$ cat src/ufc_map.vh
// register offsets, field positions, reset values and trigger codes of the flow-control bank
`ifndef UFC_MAP_VH
`define UFC_MAP_VH

// ==================================================
// register offsets on the three address pins
`define UFC_ADDR_DIV_LOW 3'h0
`define UFC_ADDR_DIV_HIGH 3'h1
`define UFC_ADDR_INT_EN 3'h1
`define UFC_ADDR_FIFO_CTRL 3'h2
`define UFC_ADDR_INT_ID 3'h2
`define UFC_ADDR_ENH_FEAT 3'h2
`define UFC_ADDR_LINE_CTRL 3'h3
`define UFC_ADDR_MODEM_CTRL 3'h4
`define UFC_ADDR_FLOW_LVL 3'h6
`define UFC_ADDR_TRIG_LVL 3'h7
`define UFC_ADDR_FIFO_RDY 3'h7

// ==================================================
// access keys and field positions
`define UFC_LINE_ENH_KEY 8'hBF
`define UFC_LINE_DIV_BIT 7
`define UFC_ENHF_ENABLE_BIT 4
`define UFC_ENHF_SPECIAL_BIT 5
`define UFC_ENHF_AUTO_RTS_BIT 6
`define UFC_ENHF_AUTO_CTS_BIT 7
`define UFC_INTEN_SLEEP_BIT 4
`define UFC_MODEM_RTS_BIT 1
`define UFC_MODEM_RDY_EN_BIT 2
`define UFC_MODEM_LOOP_BIT 4
`define UFC_MODEM_LVL_ACC_BIT 6
`define UFC_FIFO_EN_BIT 0

// ==================================================
// reset values
`define UFC_RST_BYTE 8'h00

// ==================================================
// fifo-control trigger selections, in characters
`define UFC_TX_TRIG_0 7'h08
`define UFC_TX_TRIG_1 7'h10
`define UFC_TX_TRIG_2 7'h20
`define UFC_TX_TRIG_3 7'h38
`define UFC_RX_TRIG_0 7'h08
`define UFC_RX_TRIG_1 7'h10
`define UFC_RX_TRIG_2 7'h38
`define UFC_RX_TRIG_3 7'h3C

`endif

$ cat src/ufc_regs.v
// flow-control, divisor, trigger-level and fifo-ready register bank for two serial channels
// Function
// RQ1: low four enhanced-feature bits select software flow control combination.
// RQ2: enhanced-enable bit gates writes to upper enable, fifo-control and modem bits.
// RQ3: special detect compares received characters with second xoff, flags identification bit.
// RQ4: auto request-to-send rises at halt level, falls at restore level.
// RQ5: auto clear-to-send stops new transmissions while the input is high.
// RQ6: divisor is high latch byte over low latch byte.
// RQ7: divisor latches are writable only while sleep enable is clear.
// RQ8: flow level nibbles are receive levels 0 to 60 in steps of four.
// RQ9: flow level register writable only with enhanced-enable and level-access bit set.
// RQ10: host keeps halt above restore before enabling flow control.
// RQ11: trigger nibbles give transmit spaces and receive characters as level divided by four.
// RQ12: trigger level register writable only with enhanced-enable and level-access bit set.
// RQ13: a zero trigger nibble falls back to the fifo-control selected level.
// RQ14: ready bits 0 and 1 show enough transmit spaces; bits 3:2, 7:6 zero.
// RQ15: ready bits 4 and 5 show receive above trigger or timeout.
// RQ16: ready register read-only at address 7 with ready-enable set, no loopback.
// RQ17: level-access bit opens flow and trigger level registers, clearing restores normal map.
// RQ18: ready bits come live from current occupancy and thresholds.
`timescale 1ns/1ps
`include "ufc_map.vh"

module ufc_regs #(
  parameter NCH = 2
) (
  input wire clock,
  input wire nrst,
  input wire [2:0] addr,
  input wire [7:0] dataIn,
  output reg [7:0] dataOut,
  output wire dataOe,
  input wire chanASelN,
  input wire chanBSelN,
  input wire wrN,
  input wire rdN,
  input wire [2*NCH-1:0] ctsN,
  output wire [NCH-1:0] rtsN,
  input wire [7*NCH-1:0] txSpaces,
  input wire [7*NCH-1:0] rxCount,
  input wire [NCH-1:0] rxTimeout,
  input wire [8*NCH-1:0] rxChar,
  input wire [NCH-1:0] rxCharValid,
  input wire [8*NCH-1:0] xoff2Char,
  output wire [NCH-1:0] txHalt,
  output wire [NCH-1:0] specialDet,
  output wire [16*NCH-1:0] baudDivisor,
  output wire [4*NCH-1:0] swFlowSel,
  output wire [7*NCH-1:0] txTrigLevel,
  output wire [7*NCH-1:0] rxTrigLevel
);

  // ==================================================
  // decoding used by every channel
  function [6:0] txSelLevel;
    input [1:0] sel;
    begin
      case (sel)
        2'h0: txSelLevel = `UFC_TX_TRIG_0;
        2'h1: txSelLevel = `UFC_TX_TRIG_1;
        2'h2: txSelLevel = `UFC_TX_TRIG_2;
        default: txSelLevel = `UFC_TX_TRIG_3;
      endcase
    end
  endfunction

  function [6:0] rxSelLevel;
    input [1:0] sel;
    begin
      case (sel)
        2'h0: rxSelLevel = `UFC_RX_TRIG_0;
        2'h1: rxSelLevel = `UFC_RX_TRIG_1;
        2'h2: rxSelLevel = `UFC_RX_TRIG_2;
        default: rxSelLevel = `UFC_RX_TRIG_3;
      endcase
    end
  endfunction

  // nibble times four, the register holds the level divided by four
  function [6:0] lvl4;
    input [3:0] nib;
    begin
      lvl4 = {1'b0, nib, 2'b00};
    end
  endfunction

  // ==================================================
  // host pin synchronisers
  // the bus pins are asynchronous to the clock; every pin passes two flops, the write strobe three
  reg [2:0] addrS1_q, addrS2_q;
  reg [7:0] dataS1_q, dataS2_q;
  reg [1:0] csS1_q, csS2_q;
  reg wrS1_q, wrS2_q, wrS3_q;
  reg rdS1_q, rdS2_q;

  always @(posedge clock) begin
    if (!nrst) begin
      addrS1_q <= 3'h0;
      addrS2_q <= 3'h0;
      dataS1_q <= 8'h00;
      dataS2_q <= 8'h00;
      csS1_q <= 2'h3;
      csS2_q <= 2'h3;
      wrS1_q <= 1'b1;
      wrS2_q <= 1'b1;
      wrS3_q <= 1'b1;
      rdS1_q <= 1'b1;
      rdS2_q <= 1'b1;
    end else begin
      addrS1_q <= addr;
      addrS2_q <= addrS1_q;
      dataS1_q <= dataIn;
      dataS2_q <= dataS1_q;
      csS1_q <= {chanBSelN, chanASelN};
      csS2_q <= csS1_q;
      wrS1_q <= wrN;
      wrS2_q <= wrS1_q;
      wrS3_q <= wrS2_q;
      rdS1_q <= rdN;
      rdS2_q <= rdS1_q;
    end
  end

  // write is taken at the trailing (rising) edge of the strobe, when data has settled
  wire wrStrobe = wrS2_q & ~wrS3_q;
  wire rdActive = ~rdS2_q & ~(csS2_q[0] & csS2_q[1]);
  // channel A wins if both selects are low
  wire chanB = csS2_q[0];
  assign dataOe = rdActive;

  wire [7:0] chRd [0:NCH-1];
  wire [NCH-1:0] rdyOk;
  wire [NCH-1:0] txRdy;
  wire [NCH-1:0] rxRdy;
  wire [NCH-1:0] idRead;

  genvar i;
  generate
    for (i = 0; i < NCH; i = i + 1) begin : gCh
      reg [7:0] enhFeat_q, divLow_q, divHigh_q, flowLvl_q, trigLvl_q;
      reg [7:0] intEn_q, fifoCtl_q, lineCtl_q, modemCtl_q;
      reg [1:0] ctsS_q;
      reg rtsHigh_q, special_q, idRd_q;
      reg [7:0] rd;
      wire [6:0] rxCnt = rxCount[7*i +: 7];
      wire [6:0] txSp = txSpaces[7*i +: 7];
      wire wrEn = wrStrobe & ~csS2_q[i] & (i == 0 || csS2_q[0]);
      wire enhKey = (lineCtl_q == `UFC_LINE_ENH_KEY);
      wire divAcc = lineCtl_q[`UFC_LINE_DIV_BIT];
      wire enh = enhFeat_q[`UFC_ENHF_ENABLE_BIT];
      // level-access needs both the enhanced gate and the access bit
      wire lvlAcc = enh & modemCtl_q[`UFC_MODEM_LVL_ACC_BIT] & ~divAcc;
      wire [6:0] txTrig;
      wire [6:0] rxTrig;

      // RQ11 nibble times four
      // RQ13 zero falls back
      assign txTrig = (trigLvl_q[3:0] != 4'h0) ? lvl4(trigLvl_q[3:0])
        : txSelLevel(fifoCtl_q[5:4]);
      assign rxTrig = (trigLvl_q[7:4] != 4'h0) ? lvl4(trigLvl_q[7:4])
        : rxSelLevel(fifoCtl_q[7:6]);
      assign txTrigLevel[7*i +: 7] = txTrig;
      assign rxTrigLevel[7*i +: 7] = rxTrig;

      // RQ14 transmit space ready
      assign txRdy[i] = (txSp >= txTrig);
      // RQ15 receive ready or timeout
      assign rxRdy[i] = (rxCnt > rxTrig) | rxTimeout[i];
      // RQ16 ready register enable
      assign rdyOk[i] = modemCtl_q[`UFC_MODEM_RDY_EN_BIT] & ~modemCtl_q[`UFC_MODEM_LOOP_BIT]
        & ~lvlAcc & ~divAcc & ~enhKey;

      // RQ6 divisor concatenation
      assign baudDivisor[16*i +: 16] = {divHigh_q, divLow_q};
      // RQ1 software flow select
      assign swFlowSel[4*i +: 4] = enhFeat_q[3:0];
      // RQ5 auto cts halt
      assign txHalt[i] = enhFeat_q[`UFC_ENHF_AUTO_CTS_BIT] & ctsS_q[1];
      // RQ4 rts pin, high is inactive
      assign rtsN[i] = enhFeat_q[`UFC_ENHF_AUTO_RTS_BIT] ? rtsHigh_q
        : ~modemCtl_q[`UFC_MODEM_RTS_BIT];
      assign specialDet[i] = special_q;
      assign idRead[i] = rdActive & (chanB == (i == 1)) & ~enhKey & ~divAcc
        & (addrS2_q == `UFC_ADDR_INT_ID);

      always @(posedge clock) begin
        if (!nrst) begin
          ctsS_q <= 2'h0;
        end else begin
          ctsS_q <= {ctsS_q[0], ctsN[2*i]};
        end
      end

      always @(posedge clock) begin
        if (!nrst) begin
          enhFeat_q <= `UFC_RST_BYTE;
          divLow_q <= `UFC_RST_BYTE;
          divHigh_q <= `UFC_RST_BYTE;
          flowLvl_q <= `UFC_RST_BYTE;
          trigLvl_q <= `UFC_RST_BYTE;
          intEn_q <= `UFC_RST_BYTE;
          fifoCtl_q <= `UFC_RST_BYTE;
          lineCtl_q <= `UFC_RST_BYTE;
          modemCtl_q <= `UFC_RST_BYTE;
        end else if (wrEn) begin
          if (addrS2_q == `UFC_ADDR_LINE_CTRL) begin
            lineCtl_q <= dataS2_q;
          end else if (enhKey) begin
            if (addrS2_q == `UFC_ADDR_ENH_FEAT) begin
              enhFeat_q <= dataS2_q;
            end
          end else if (divAcc) begin
            // RQ7 sleep blocks divisor
            if (addrS2_q == `UFC_ADDR_DIV_LOW && !intEn_q[`UFC_INTEN_SLEEP_BIT]) begin
              divLow_q <= dataS2_q;
            end
            if (addrS2_q == `UFC_ADDR_DIV_HIGH && !intEn_q[`UFC_INTEN_SLEEP_BIT]) begin
              divHigh_q <= dataS2_q;
            end
          end else begin
            case (addrS2_q)
              `UFC_ADDR_INT_EN: begin
                // RQ2 gated upper enables
                intEn_q <= {enh ? dataS2_q[7:4] : intEn_q[7:4], dataS2_q[3:0]};
              end
              `UFC_ADDR_FIFO_CTRL: begin
                // RQ2 gated fifo bits
                fifoCtl_q <= {dataS2_q[7:6], enh ? dataS2_q[5:4] : fifoCtl_q[5:4], dataS2_q[3:0]};
              end
              `UFC_ADDR_MODEM_CTRL: begin
                // RQ2 gated modem bits
                modemCtl_q <= {enh ? dataS2_q[7:5] : modemCtl_q[7:5], dataS2_q[4:0]};
              end
              `UFC_ADDR_FLOW_LVL: begin
                // RQ9 flow level write gate
                if (lvlAcc) begin
                  flowLvl_q <= dataS2_q;
                end
              end
              `UFC_ADDR_TRIG_LVL: begin
                // RQ12 trigger level write gate
                if (lvlAcc) begin
                  trigLvl_q <= dataS2_q;
                end
              end
              default: begin
              end
            endcase
          end
        end
      end

      // RQ4 halt/restore hysteresis
      // RQ8 nibble levels in steps of four
      always @(posedge clock) begin
        if (!nrst) begin
          rtsHigh_q <= 1'b0;
        end else if (rxCnt >= lvl4(flowLvl_q[3:0])) begin
          rtsHigh_q <= 1'b1;
        end else if (rxCnt <= lvl4(flowLvl_q[7:4])) begin
          rtsHigh_q <= 1'b0;
        end
      end

      // RQ3 special character flag
      // cleared as an identification read ends, so the host still sees it; a match wins
      always @(posedge clock) begin
        if (!nrst) begin
          special_q <= 1'b0;
          idRd_q <= 1'b0;
        end else begin
          idRd_q <= idRead[i];
          if (enhFeat_q[`UFC_ENHF_SPECIAL_BIT] & rxCharValid[i]
              & (rxChar[8*i +: 8] == xoff2Char[8*i +: 8])) begin
            special_q <= 1'b1;
          end else if (idRd_q & ~idRead[i]) begin
            special_q <= 1'b0;
          end
        end
      end

      always @* begin
        rd = 8'h00;
        if (addrS2_q == `UFC_ADDR_LINE_CTRL) begin
          rd = lineCtl_q;
        end else if (enhKey) begin
          if (addrS2_q == `UFC_ADDR_ENH_FEAT) begin
            rd = enhFeat_q;
          end
        end else if (divAcc) begin
          if (addrS2_q == `UFC_ADDR_DIV_LOW) begin
            rd = divLow_q;
          end else if (addrS2_q == `UFC_ADDR_DIV_HIGH) begin
            rd = divHigh_q;
          end
        end else begin
          case (addrS2_q)
            `UFC_ADDR_INT_EN: rd = intEn_q;
            `UFC_ADDR_INT_ID: begin
              rd = {{2{fifoCtl_q[`UFC_FIFO_EN_BIT]}}, 1'b0, special_q, 3'h0, ~special_q};
            end
            `UFC_ADDR_MODEM_CTRL: rd = modemCtl_q;
            // RQ17 level access remaps 6 and 7
            `UFC_ADDR_FLOW_LVL: rd = lvlAcc ? flowLvl_q : 8'h00;
            `UFC_ADDR_TRIG_LVL: rd = lvlAcc ? trigLvl_q : 8'h00;
            default: rd = 8'h00;
          endcase
        end
      end
      assign chRd[i] = rd;
    end
  endgenerate

  // ==================================================
  // read data path
  wire rdyHere = (addrS2_q == `UFC_ADDR_FIFO_RDY) & rdyOk[chanB];

  // RQ18 live ready bits, no latching
  // RQ14 unused bits zero
  wire [7:0] fifo_ready_status = {2'b00, rxRdy[1], rxRdy[0], 2'b00, txRdy[1], txRdy[0]};

  // data is re-sampled every cycle of the read so the host sees current state
  always @(posedge clock) begin
    if (!nrst) begin
      dataOut <= 8'h00;
    end else if (rdActive) begin
      // RQ16 ready register at address 7
      dataOut <= rdyHere ? fifo_ready_status : (chanB ? chRd[1] : chRd[0]);
    end
  end

endmodule

$ cat config.mk
export PLATFORM = sky130hd
export DESIGN_NAME = ufc_regs
export DESIGN_NICKNAME = d
export VERILOG_FILES = /design/src/ufc_regs.v
export VERILOG_INCLUDE_DIRS = /design/src
export SDC_FILE = /design/constraint.sdc
export NUM_CORES = 1
export LEC_CHECK = 0
export BUFFER_PORTS_ARGS = -buffer_cell sky130_fd_sc_hd__buf_2
export CORE_ASPECT_RATIO = 1.4
export CORE_MARGIN = 1.5
export CORE_UTILIZATION = 54
export DETAILED_ROUTE_END_ITERATION = 10
export PLACE_DENSITY_LB_ADDON = 0.05
export SLEW_MARGIN = 20
export SYNTH_ARGS = -nofsm -noshare
export SYNTH_HDL_FRONTEND = slang
export SYNTH_SLANG_ARGS = --single-unit
$ cat constraint.sdc
create_clock -name clock -period 2.77 [get_ports clock]
set_clock_uncertainty 0.15 [all_clocks]
set_input_delay 0.1385 -clock clock [delete_from_list [all_inputs] [get_ports clock]]
set_output_delay 0.1385 -clock clock [all_outputs]
set_load 0.02 [all_outputs]
==> run_results.csv, run 1 <==
group,metric,value,unit
cells_and_area,final_nets,1359,
drt,met1_length,11.5,mm
power,leakage,4.94,nW
cells_and_area,antenna_cells,0,
cells_and_area,multi_input_area,5080,um2
floorplanning,core_area,16900,um2
logic_synthesis,synth-seq-area-share,39.8,%
cells_and_area,finalNonFillerCells,1480,
sta,tightest_slew,1.00,ns
drt,top_layer,"met4",
min_path,holdPathStages,5,
floorplanning,die_height,159,um
placement,io_buffers,153,
drt,post_drt_via_cell_ratio,5.68,
sta,rsz0062_at_grt,"false",
logic_synthesis,yosys.area.top_type,"dfxtp_1",
logic_synthesis,synth_cell_types,72,
global_route,antenna_found_initial,0,
clock_tree,cts-root-buf,"clkbuf_16",
logic_synthesis,async_reset_ff_share,0,%
logic_synthesis,synth_top_area_share,39.8,%
power,ir_worst_vdd,0.430,mV
power,switching_share,24.0,%
critical_path,cp_data_required_time,2.92,ns
floorplanning,dieArea,18200,um2
drt,route.met2.wl,13.2,mm
critical_path,path_cells,"buf_4 -> nor3b_2 -> buf_4 -> and2_1 -> o31ai_1 -> a21oi_1 -> a2111oi_0 -> a211oi_1",
power,combPwrFrac,6.5,%
flow_run,maxCapViolCount,0,
clock_tree,clk_latency,0.44,ns
drt,via_count,8400,
sta,maxSlewViolCount,0,
critical_path,r2r_start,"addrS2_q[2]",
sta,timing.slew.headroom,33.0,%
clock_tree,post-cts-setup-buffers,0,
clock_tree,cts_tree,"built",
critical_path,critical_path_class,"reg2reg",
sta,finalHoldViolations,0,
power,powerDensity,493,nW/um2
floorplanning,dieWidth,115,um
critical_path,cp_slowest_cell,"dfxtp_1",
drt,wl_met3,1.80,mm
critical_path,rrSetupSlack,0.14,ns
critical_path,critPathCaptureType,"register",
drt,wl_per_cell,18.4,um
clock_tree,cts_made_buffers,17,
floorplanning,row_count,56,
sta,setup_tns,0,ns
clock_tree,cts_num_sinks,187,
cells_and_area,drive_gt1_share,21.2,%
sta,post-route-period-util,95.0,%
floorplanning,start_util,55.7,%
logic_synthesis,avgSynthCellArea,8.84,um2
run_status,status,"finished clean",
logic_synthesis,synth_edf_count,0,
cells_and_area,final_cell_mix,"dfxtp_1 (186), buf_2 (153), nor2_1 (151), mux2i_1 (137), nand2_1 (60)",
critical_path,cp_max_fo,14,
power,clkPwrFrac,44.3,%
critical_path,cpPeakStageDelay,0.49,ns
placement,hpwl,19.5,mm
drt,routed_wl,27.3,mm
cells_and_area,regArea,3740,um2
clock_tree,cts.path.max_buffers,2,
min_path,hold_end,"gCh[1].rtsHigh_q",
logic_synthesis,synthFlopType,"dfxtp_1",
floorplanning,io_pins,168,
clock_tree,htreeDepth,4,
power,power.internal,0.00425,W
drt,antenna_left,0,
critical_path,arrival,2.78,ns
global_route,grt_pass1_vias,7853,
placement,gp_congestion,0.978,
logic_synthesis,yosysWarnings,0,
min_path,hold_path.startpoint,"rxCount[8]",
logic_synthesis,ys_ff_latch,187,
global_route,grt.overflow.total,0,
min_path,worstHoldPathType,"in2reg",
power,power.switching,0.00135,W
sta,period_minus_slack,2.63,ns
global_route,grt_start_max_net_pins,46,
global_route,grt_usage,29.8,%
critical_path,path_common_cell,"buf_4",
logic_synthesis,synth.area.top_cells,"dfxtp_1 (40%), mux2i_1 (15%), nor2_1 (6.0%)",
sta,max_freq,380,MHz
drt,drtIter0Drc,678,
logic_synthesis,netlist_area,9410,um2
drt,drc,0,
cells_and_area,n_fill_cell,1508,
global_route,grt_pass1_wl,42.1,mm
drt,dr.pass1.iters,7,
placement,dp_cells,1423,
critical_path,ff2ff_path_depth,8,
cells_and_area,synthToLayoutAreaGrowth,20.6,%
cells_and_area,layout_commonest_cell,"dfxtp_1",
critical_path,rr_endpoint,"dataOut[0]",
power,p_seq_share,49.2,%
sta,finalSetupViolCount,0,
critical_path,start_kind,"register",
logic_synthesis,synthCells,1065,
clock_tree,clkTransAtPathRegs,0.07,ns
==> per-layer routing <==
layer | vias to the layer above | global-route usage [%]
met1 | 3942 | 37.8
met4 | 0 | 10.7
met5 | - | 0
met3 | 54 | 5.22
met2 | 380 | 50.4
li1 | 4024 | -
==> repair_timing <==
item                      in CTS  in global routing
resized for setup              0                  0
hold buffers                  26                  0
hold endpoints to repair      23                  0
==> sequential cells by signal (all words and copies together) (netlist names), 3 cells and up <==
| signal | flops |
|---|---|
| gCh.divHigh_q | 16 |
| gCh.ctsS_q | 4 |
| gCh.intEn_q | 16 |
| gCh.flowLvl_q | 16 |
| gCh.divLow_q | 16 |
| gCh.trigLvl_q | 16 |
| dataOut | 8 |
| gCh.fifoCtl_q | 10 |
| dataS1_q | 8 |
| addrS1_q | 3 |
| addrS2_q | 3 |
| dataS2_q | 8 |
| gCh.modemCtl_q | 16 |
| gCh.lineCtl_q | 16 |
| gCh.enhFeat_q | 16 |
==> how the worst max path moves through the flow <==
stage,start,end,slack (ns),depth (start not counted)
2_1_floorplan,gCh[1].fifoCtl_q[5],dataOut[1],0.44,10
3_3_place_gp,addrS2_q[2],dataOut[1],0.25,6
3_5_place_dp,gCh[1].fifoCtl_q[4],dataOut[1],0.22,8
4_1_cts,addrS2_q[2],gCh[0].flowLvl_q[1],0.18,5
5_1_grt,addrS2_q[2],dataOut[1],0.03,6
6_report,addrS2_q[2],dataOut[0],0.14,8
==> area by class of cell <==
class	instances	area share, %
Clock inverter	13	1.34
Sequential cell	187	33.0
Tap cell	232	2.56
Multi-Input combinational cell	751	44.8
Timing Repair Buffer	236	13.0
Inverter	43	1.44
Clock buffer	18	3.87
==> critical path, delay by kind of cell (launching register included) <==
kind | cells | cell delay [ns]
AOI/OAI and AO/OA | 4 | 1.13
buffers and inverters | 2 | 0.41
DFF | 1 | 0.49
and+or+nand+nor | 2 | 0.32
==> cell usage after synthesis, types with 5 or more instances <==
library cell and number:
xnor2_1 7, a22o_1 5, xor2_1 10, nand3_1 26
o22a_1 5, nand4_1 8, o21ai_0 31, buf_4 23
mux2i_1 137, dfxtp_1 187, nand3b_1 5, nor2b_1 12
buf_1 6, a21oi_1 55, o211ai_1 5, inv_1 41
a22oi_1 12, nor2_1 151, o21a_1 7, ha_1 38
nor3_1 12, clkbuf_1 47, and2_1 30, nand2_1 60
nor4_1 10, or3_1 5, a221o_1 5, nand2b_1 14
buf_2 19, mux2_2 7
==> power groups by stage <==
stage                     registers [W]  clock network (W)  logic (W)
final                           0.00275            0.00248   0.000364
after global routing            0.00276            0.00261   0.000397
after CTS                       0.00275            0.00251   0.000362
after detailed placement        0.00282                  0   0.000334
after global placement          0.00282                  0   0.000329
after floorplan                 0.00278                  0   0.000215
==> stage by stage <==
stage | power, W | setup WS [ns] | utilization [%] | area, um2 | hold slack [ns]
4_1_cts | 0.00563 | 0.181 | 67.2 | 11400 | 0.00507
6_report | 0.00560 | 0.137 | 67.2 | 11400 | 0.00541
3_3_place_gp | 0.00314 | 0.254 | 62.2 | 10500 | 0.168
2_1_floorplan | 0.00300 | 0.441 | - | 9460 | 0.0900
3_5_place_dp | 0.00315 | 0.219 | 62.2 | 10500 | 0.172
5_1_grt | 0.00577 | 0.0264 | 67.2 | 11400 | 0.0165
==> cell families after synthesis <==
family	share of synthesized area [%]
adders and majority gates	5.05
other	0.0398
muxes	15.4
DFF	39.8
and+or+nand+nor	18.9
AOI/OAI and AO/OA	12.6
xor gates and xnor gates	1.58
buffers and inverters	6.67
Power figures use the tool's default switching activity.
==> inputs of run 2 (changes only) <==
--- a/config.mk
+++ b/config.mk
@@ -11,8 +11,10 @@
 export CORE_MARGIN = 1.5
 export CORE_UTILIZATION = 54
 export DETAILED_ROUTE_END_ITERATION = 10
+export GPL_TIMING_DRIVEN = 0
 export PLACE_DENSITY_LB_ADDON = 0.05
 export SLEW_MARGIN = 20
 export SYNTH_ARGS = -nofsm -noshare
 export SYNTH_HDL_FRONTEND = slang
 export SYNTH_SLANG_ARGS = --single-unit
+export TNS_END_PERCENT = 5
==> run_results.csv, run 2 (synthesis results as in run 1) <==
group,metric,value,unit
critical_path,cp_data_required_time,2.96,ns
drt,drc,0,
floorplanning,dieArea,18200,um2
floorplanning,row_count,56,
global_route,grt_usage,34.2,%
sta,maxSlewViolCount,0,
critical_path,cp_max_fo,10,
critical_path,arrival,2.90,ns
sta,tightest_slew,0.912,ns
clock_tree,clkTransAtPathRegs,0.09,ns
floorplanning,die_height,159,um
critical_path,critPathCaptureType,"register",
drt,drtIter0Drc,707,
placement,hpwl,23.0,mm
cells_and_area,drive_gt1_share,20.1,%
placement,gp_congestion,1.03,
sta,finalSetupViolCount,0,
global_route,grt_start_max_net_pins,23,
cells_and_area,layout_commonest_cell,"dfxtp_1",
cells_and_area,synthToLayoutAreaGrowth,21.7,%
placement,io_buffers,152,
global_route,grt_pass1_wl,46.4,mm
drt,via_count,8618,
clock_tree,cts_num_sinks,187,
floorplanning,core_area,16900,um2
drt,post_drt_via_cell_ratio,5.67,
sta,rsz0062_at_grt,"true",
flow_run,maxCapViolCount,0,
global_route,antenna_found_initial,0,
sta,post-route-period-util,97.6,%
clock_tree,post-cts-setup-buffers,0,
cells_and_area,fin_util,67.9,%
clock_tree,cts_tree,"built",
global_route,grt_pass1_vias,8165,
sta,max_freq,370,MHz
power,ir_worst_vdd,0.363,mV
critical_path,start_kind,"register",
drt,dr.pass1.iters,6,
global_route,grt.overflow.total,0,
cells_and_area,final_cell_mix,"dfxtp_1 (187), buf_2 (169), nor2_1 (150), mux2i_1 (137), nand2_1 (59)",
floorplanning,start_util,55.7,%
clock_tree,clk_latency,0.45,ns
drt,routed_wl,31.2,mm
floorplanning,io_pins,168,
drt,antenna_left,0,
sta,finalHoldViolations,0,
drt,wl_per_cell,20.6,um
power,leakage,4.95,nW
cells_and_area,finalNonFillerCells,1519,
critical_path,critical_path_class,"reg2reg",
floorplanning,dieWidth,115,um
clock_tree,htreeDepth,4,
sta,period_minus_slack,2.70,ns
cells_and_area,final_nets,1397,
clock_tree,cts_made_buffers,17,
clock_tree,cts.path.max_buffers,2,
min_path,worstHoldPathType,"in2reg",
sta,timing.slew.headroom,39.2,%
placement,dp_cells,1460,
cells_and_area,antenna_cells,0,
power,powerDensity,499,nW/um2
run_status,status,"finished clean",
power,power,0.00572,W
clock_tree,cts-root-buf,"clkbuf_16",
==> run 2: changes by cell type in the layout (fill, tap and decap cells not counted), moves of 5 or more <==
| cell | delta |
|---|---|
| buf_4 | -31 |
| clkbuf_1 | +44 |
| inv_6 | -5 |
| buf_1 | +5 |
| clkinv_8 | +7 |
| buf_2 | +16 |
==> run 2: cell type report <==
type / instances / area [um2]
multi-input combinational: 751 / 5120
tap: 232 / 290
timing repair buffer: 179 / 1030
sequential: 187 / 3740
clock inverter: 15 / 211
inverter: 43 / 161
clock buffer: 17 / 425
fill: 1457 / 5430
buffer: 95 / 479
==> run 2: power by group <==
group	total (W)	switching, W	internal [W]
Clock	0.00256	0.00131	0.00125
Combinational	0.000431	0.000264	0.000167
Sequential	0.00273	0.0000162	0.00271
Total	0.00572	0.00159	0.00413
==> run 2: path summary, 6_finish.rpt <==
check | from | endpoint | slack, ns | cells past startpoint
setup / recovery | addrS2_q[0] | dataOut[7] | 0.07 | 8
hold reg to reg | wrS1_q | wrS2_q | 0.26 | 1
hold / removal | rxCount[8] | gCh[1].rtsHigh_q | 0.002 | 5
setup reg to reg | addrS2_q[0] | dataOut[7] | 0.07 | 8
==> run 2: worst max-delay path, cell delays in order (launching register included) <==
cell      delay [ns]
dfxtp_1         0.33
buf_2           0.20
buf_2           0.40
clkbuf_4        0.37
mux2i_1         0.33
o221ai_1        0.17
nand3_1         0.16
o311ai_0        0.19
a32o_1          0.30
==> run 2: layer usage <==
layer  wire length (um)  up-vias  global-route usage (%)
li1                   -     4110                       -
met1              12800     4010                    42.3
met2              14700      411                    56.2
met3               2150       87                    6.13
met4               1620        0                    18.1
met5                  0        -                       0
==> run 2: timing repair <==
item                       in CTS  in global routing
hold buffers                   27                  0
gates resized for setup         5                 14
setup endpoints to repair       3                 21
cloned                          0                  0
hold endpoints to repair       26                  0
==> run 2: metrics by stage <==
step / hold WS (ns) / cell area (um2) / worst slack, ns / TNS (ns)
after detailed placement: 0.174 / 10500 / -0.134 / -0.155
after CTS: 0.00404 / 11400 / 0.0277 / 0
final: 0.00229 / 11500 / 0.0657 / 0
after global placement: 0.170 / 10500 / -0.143 / -0.211
after floorplan: 0.0900 / 9460 / 0.441 / 0
after global routing: 0.0215 / 11500 / -0.0432 / -0.205
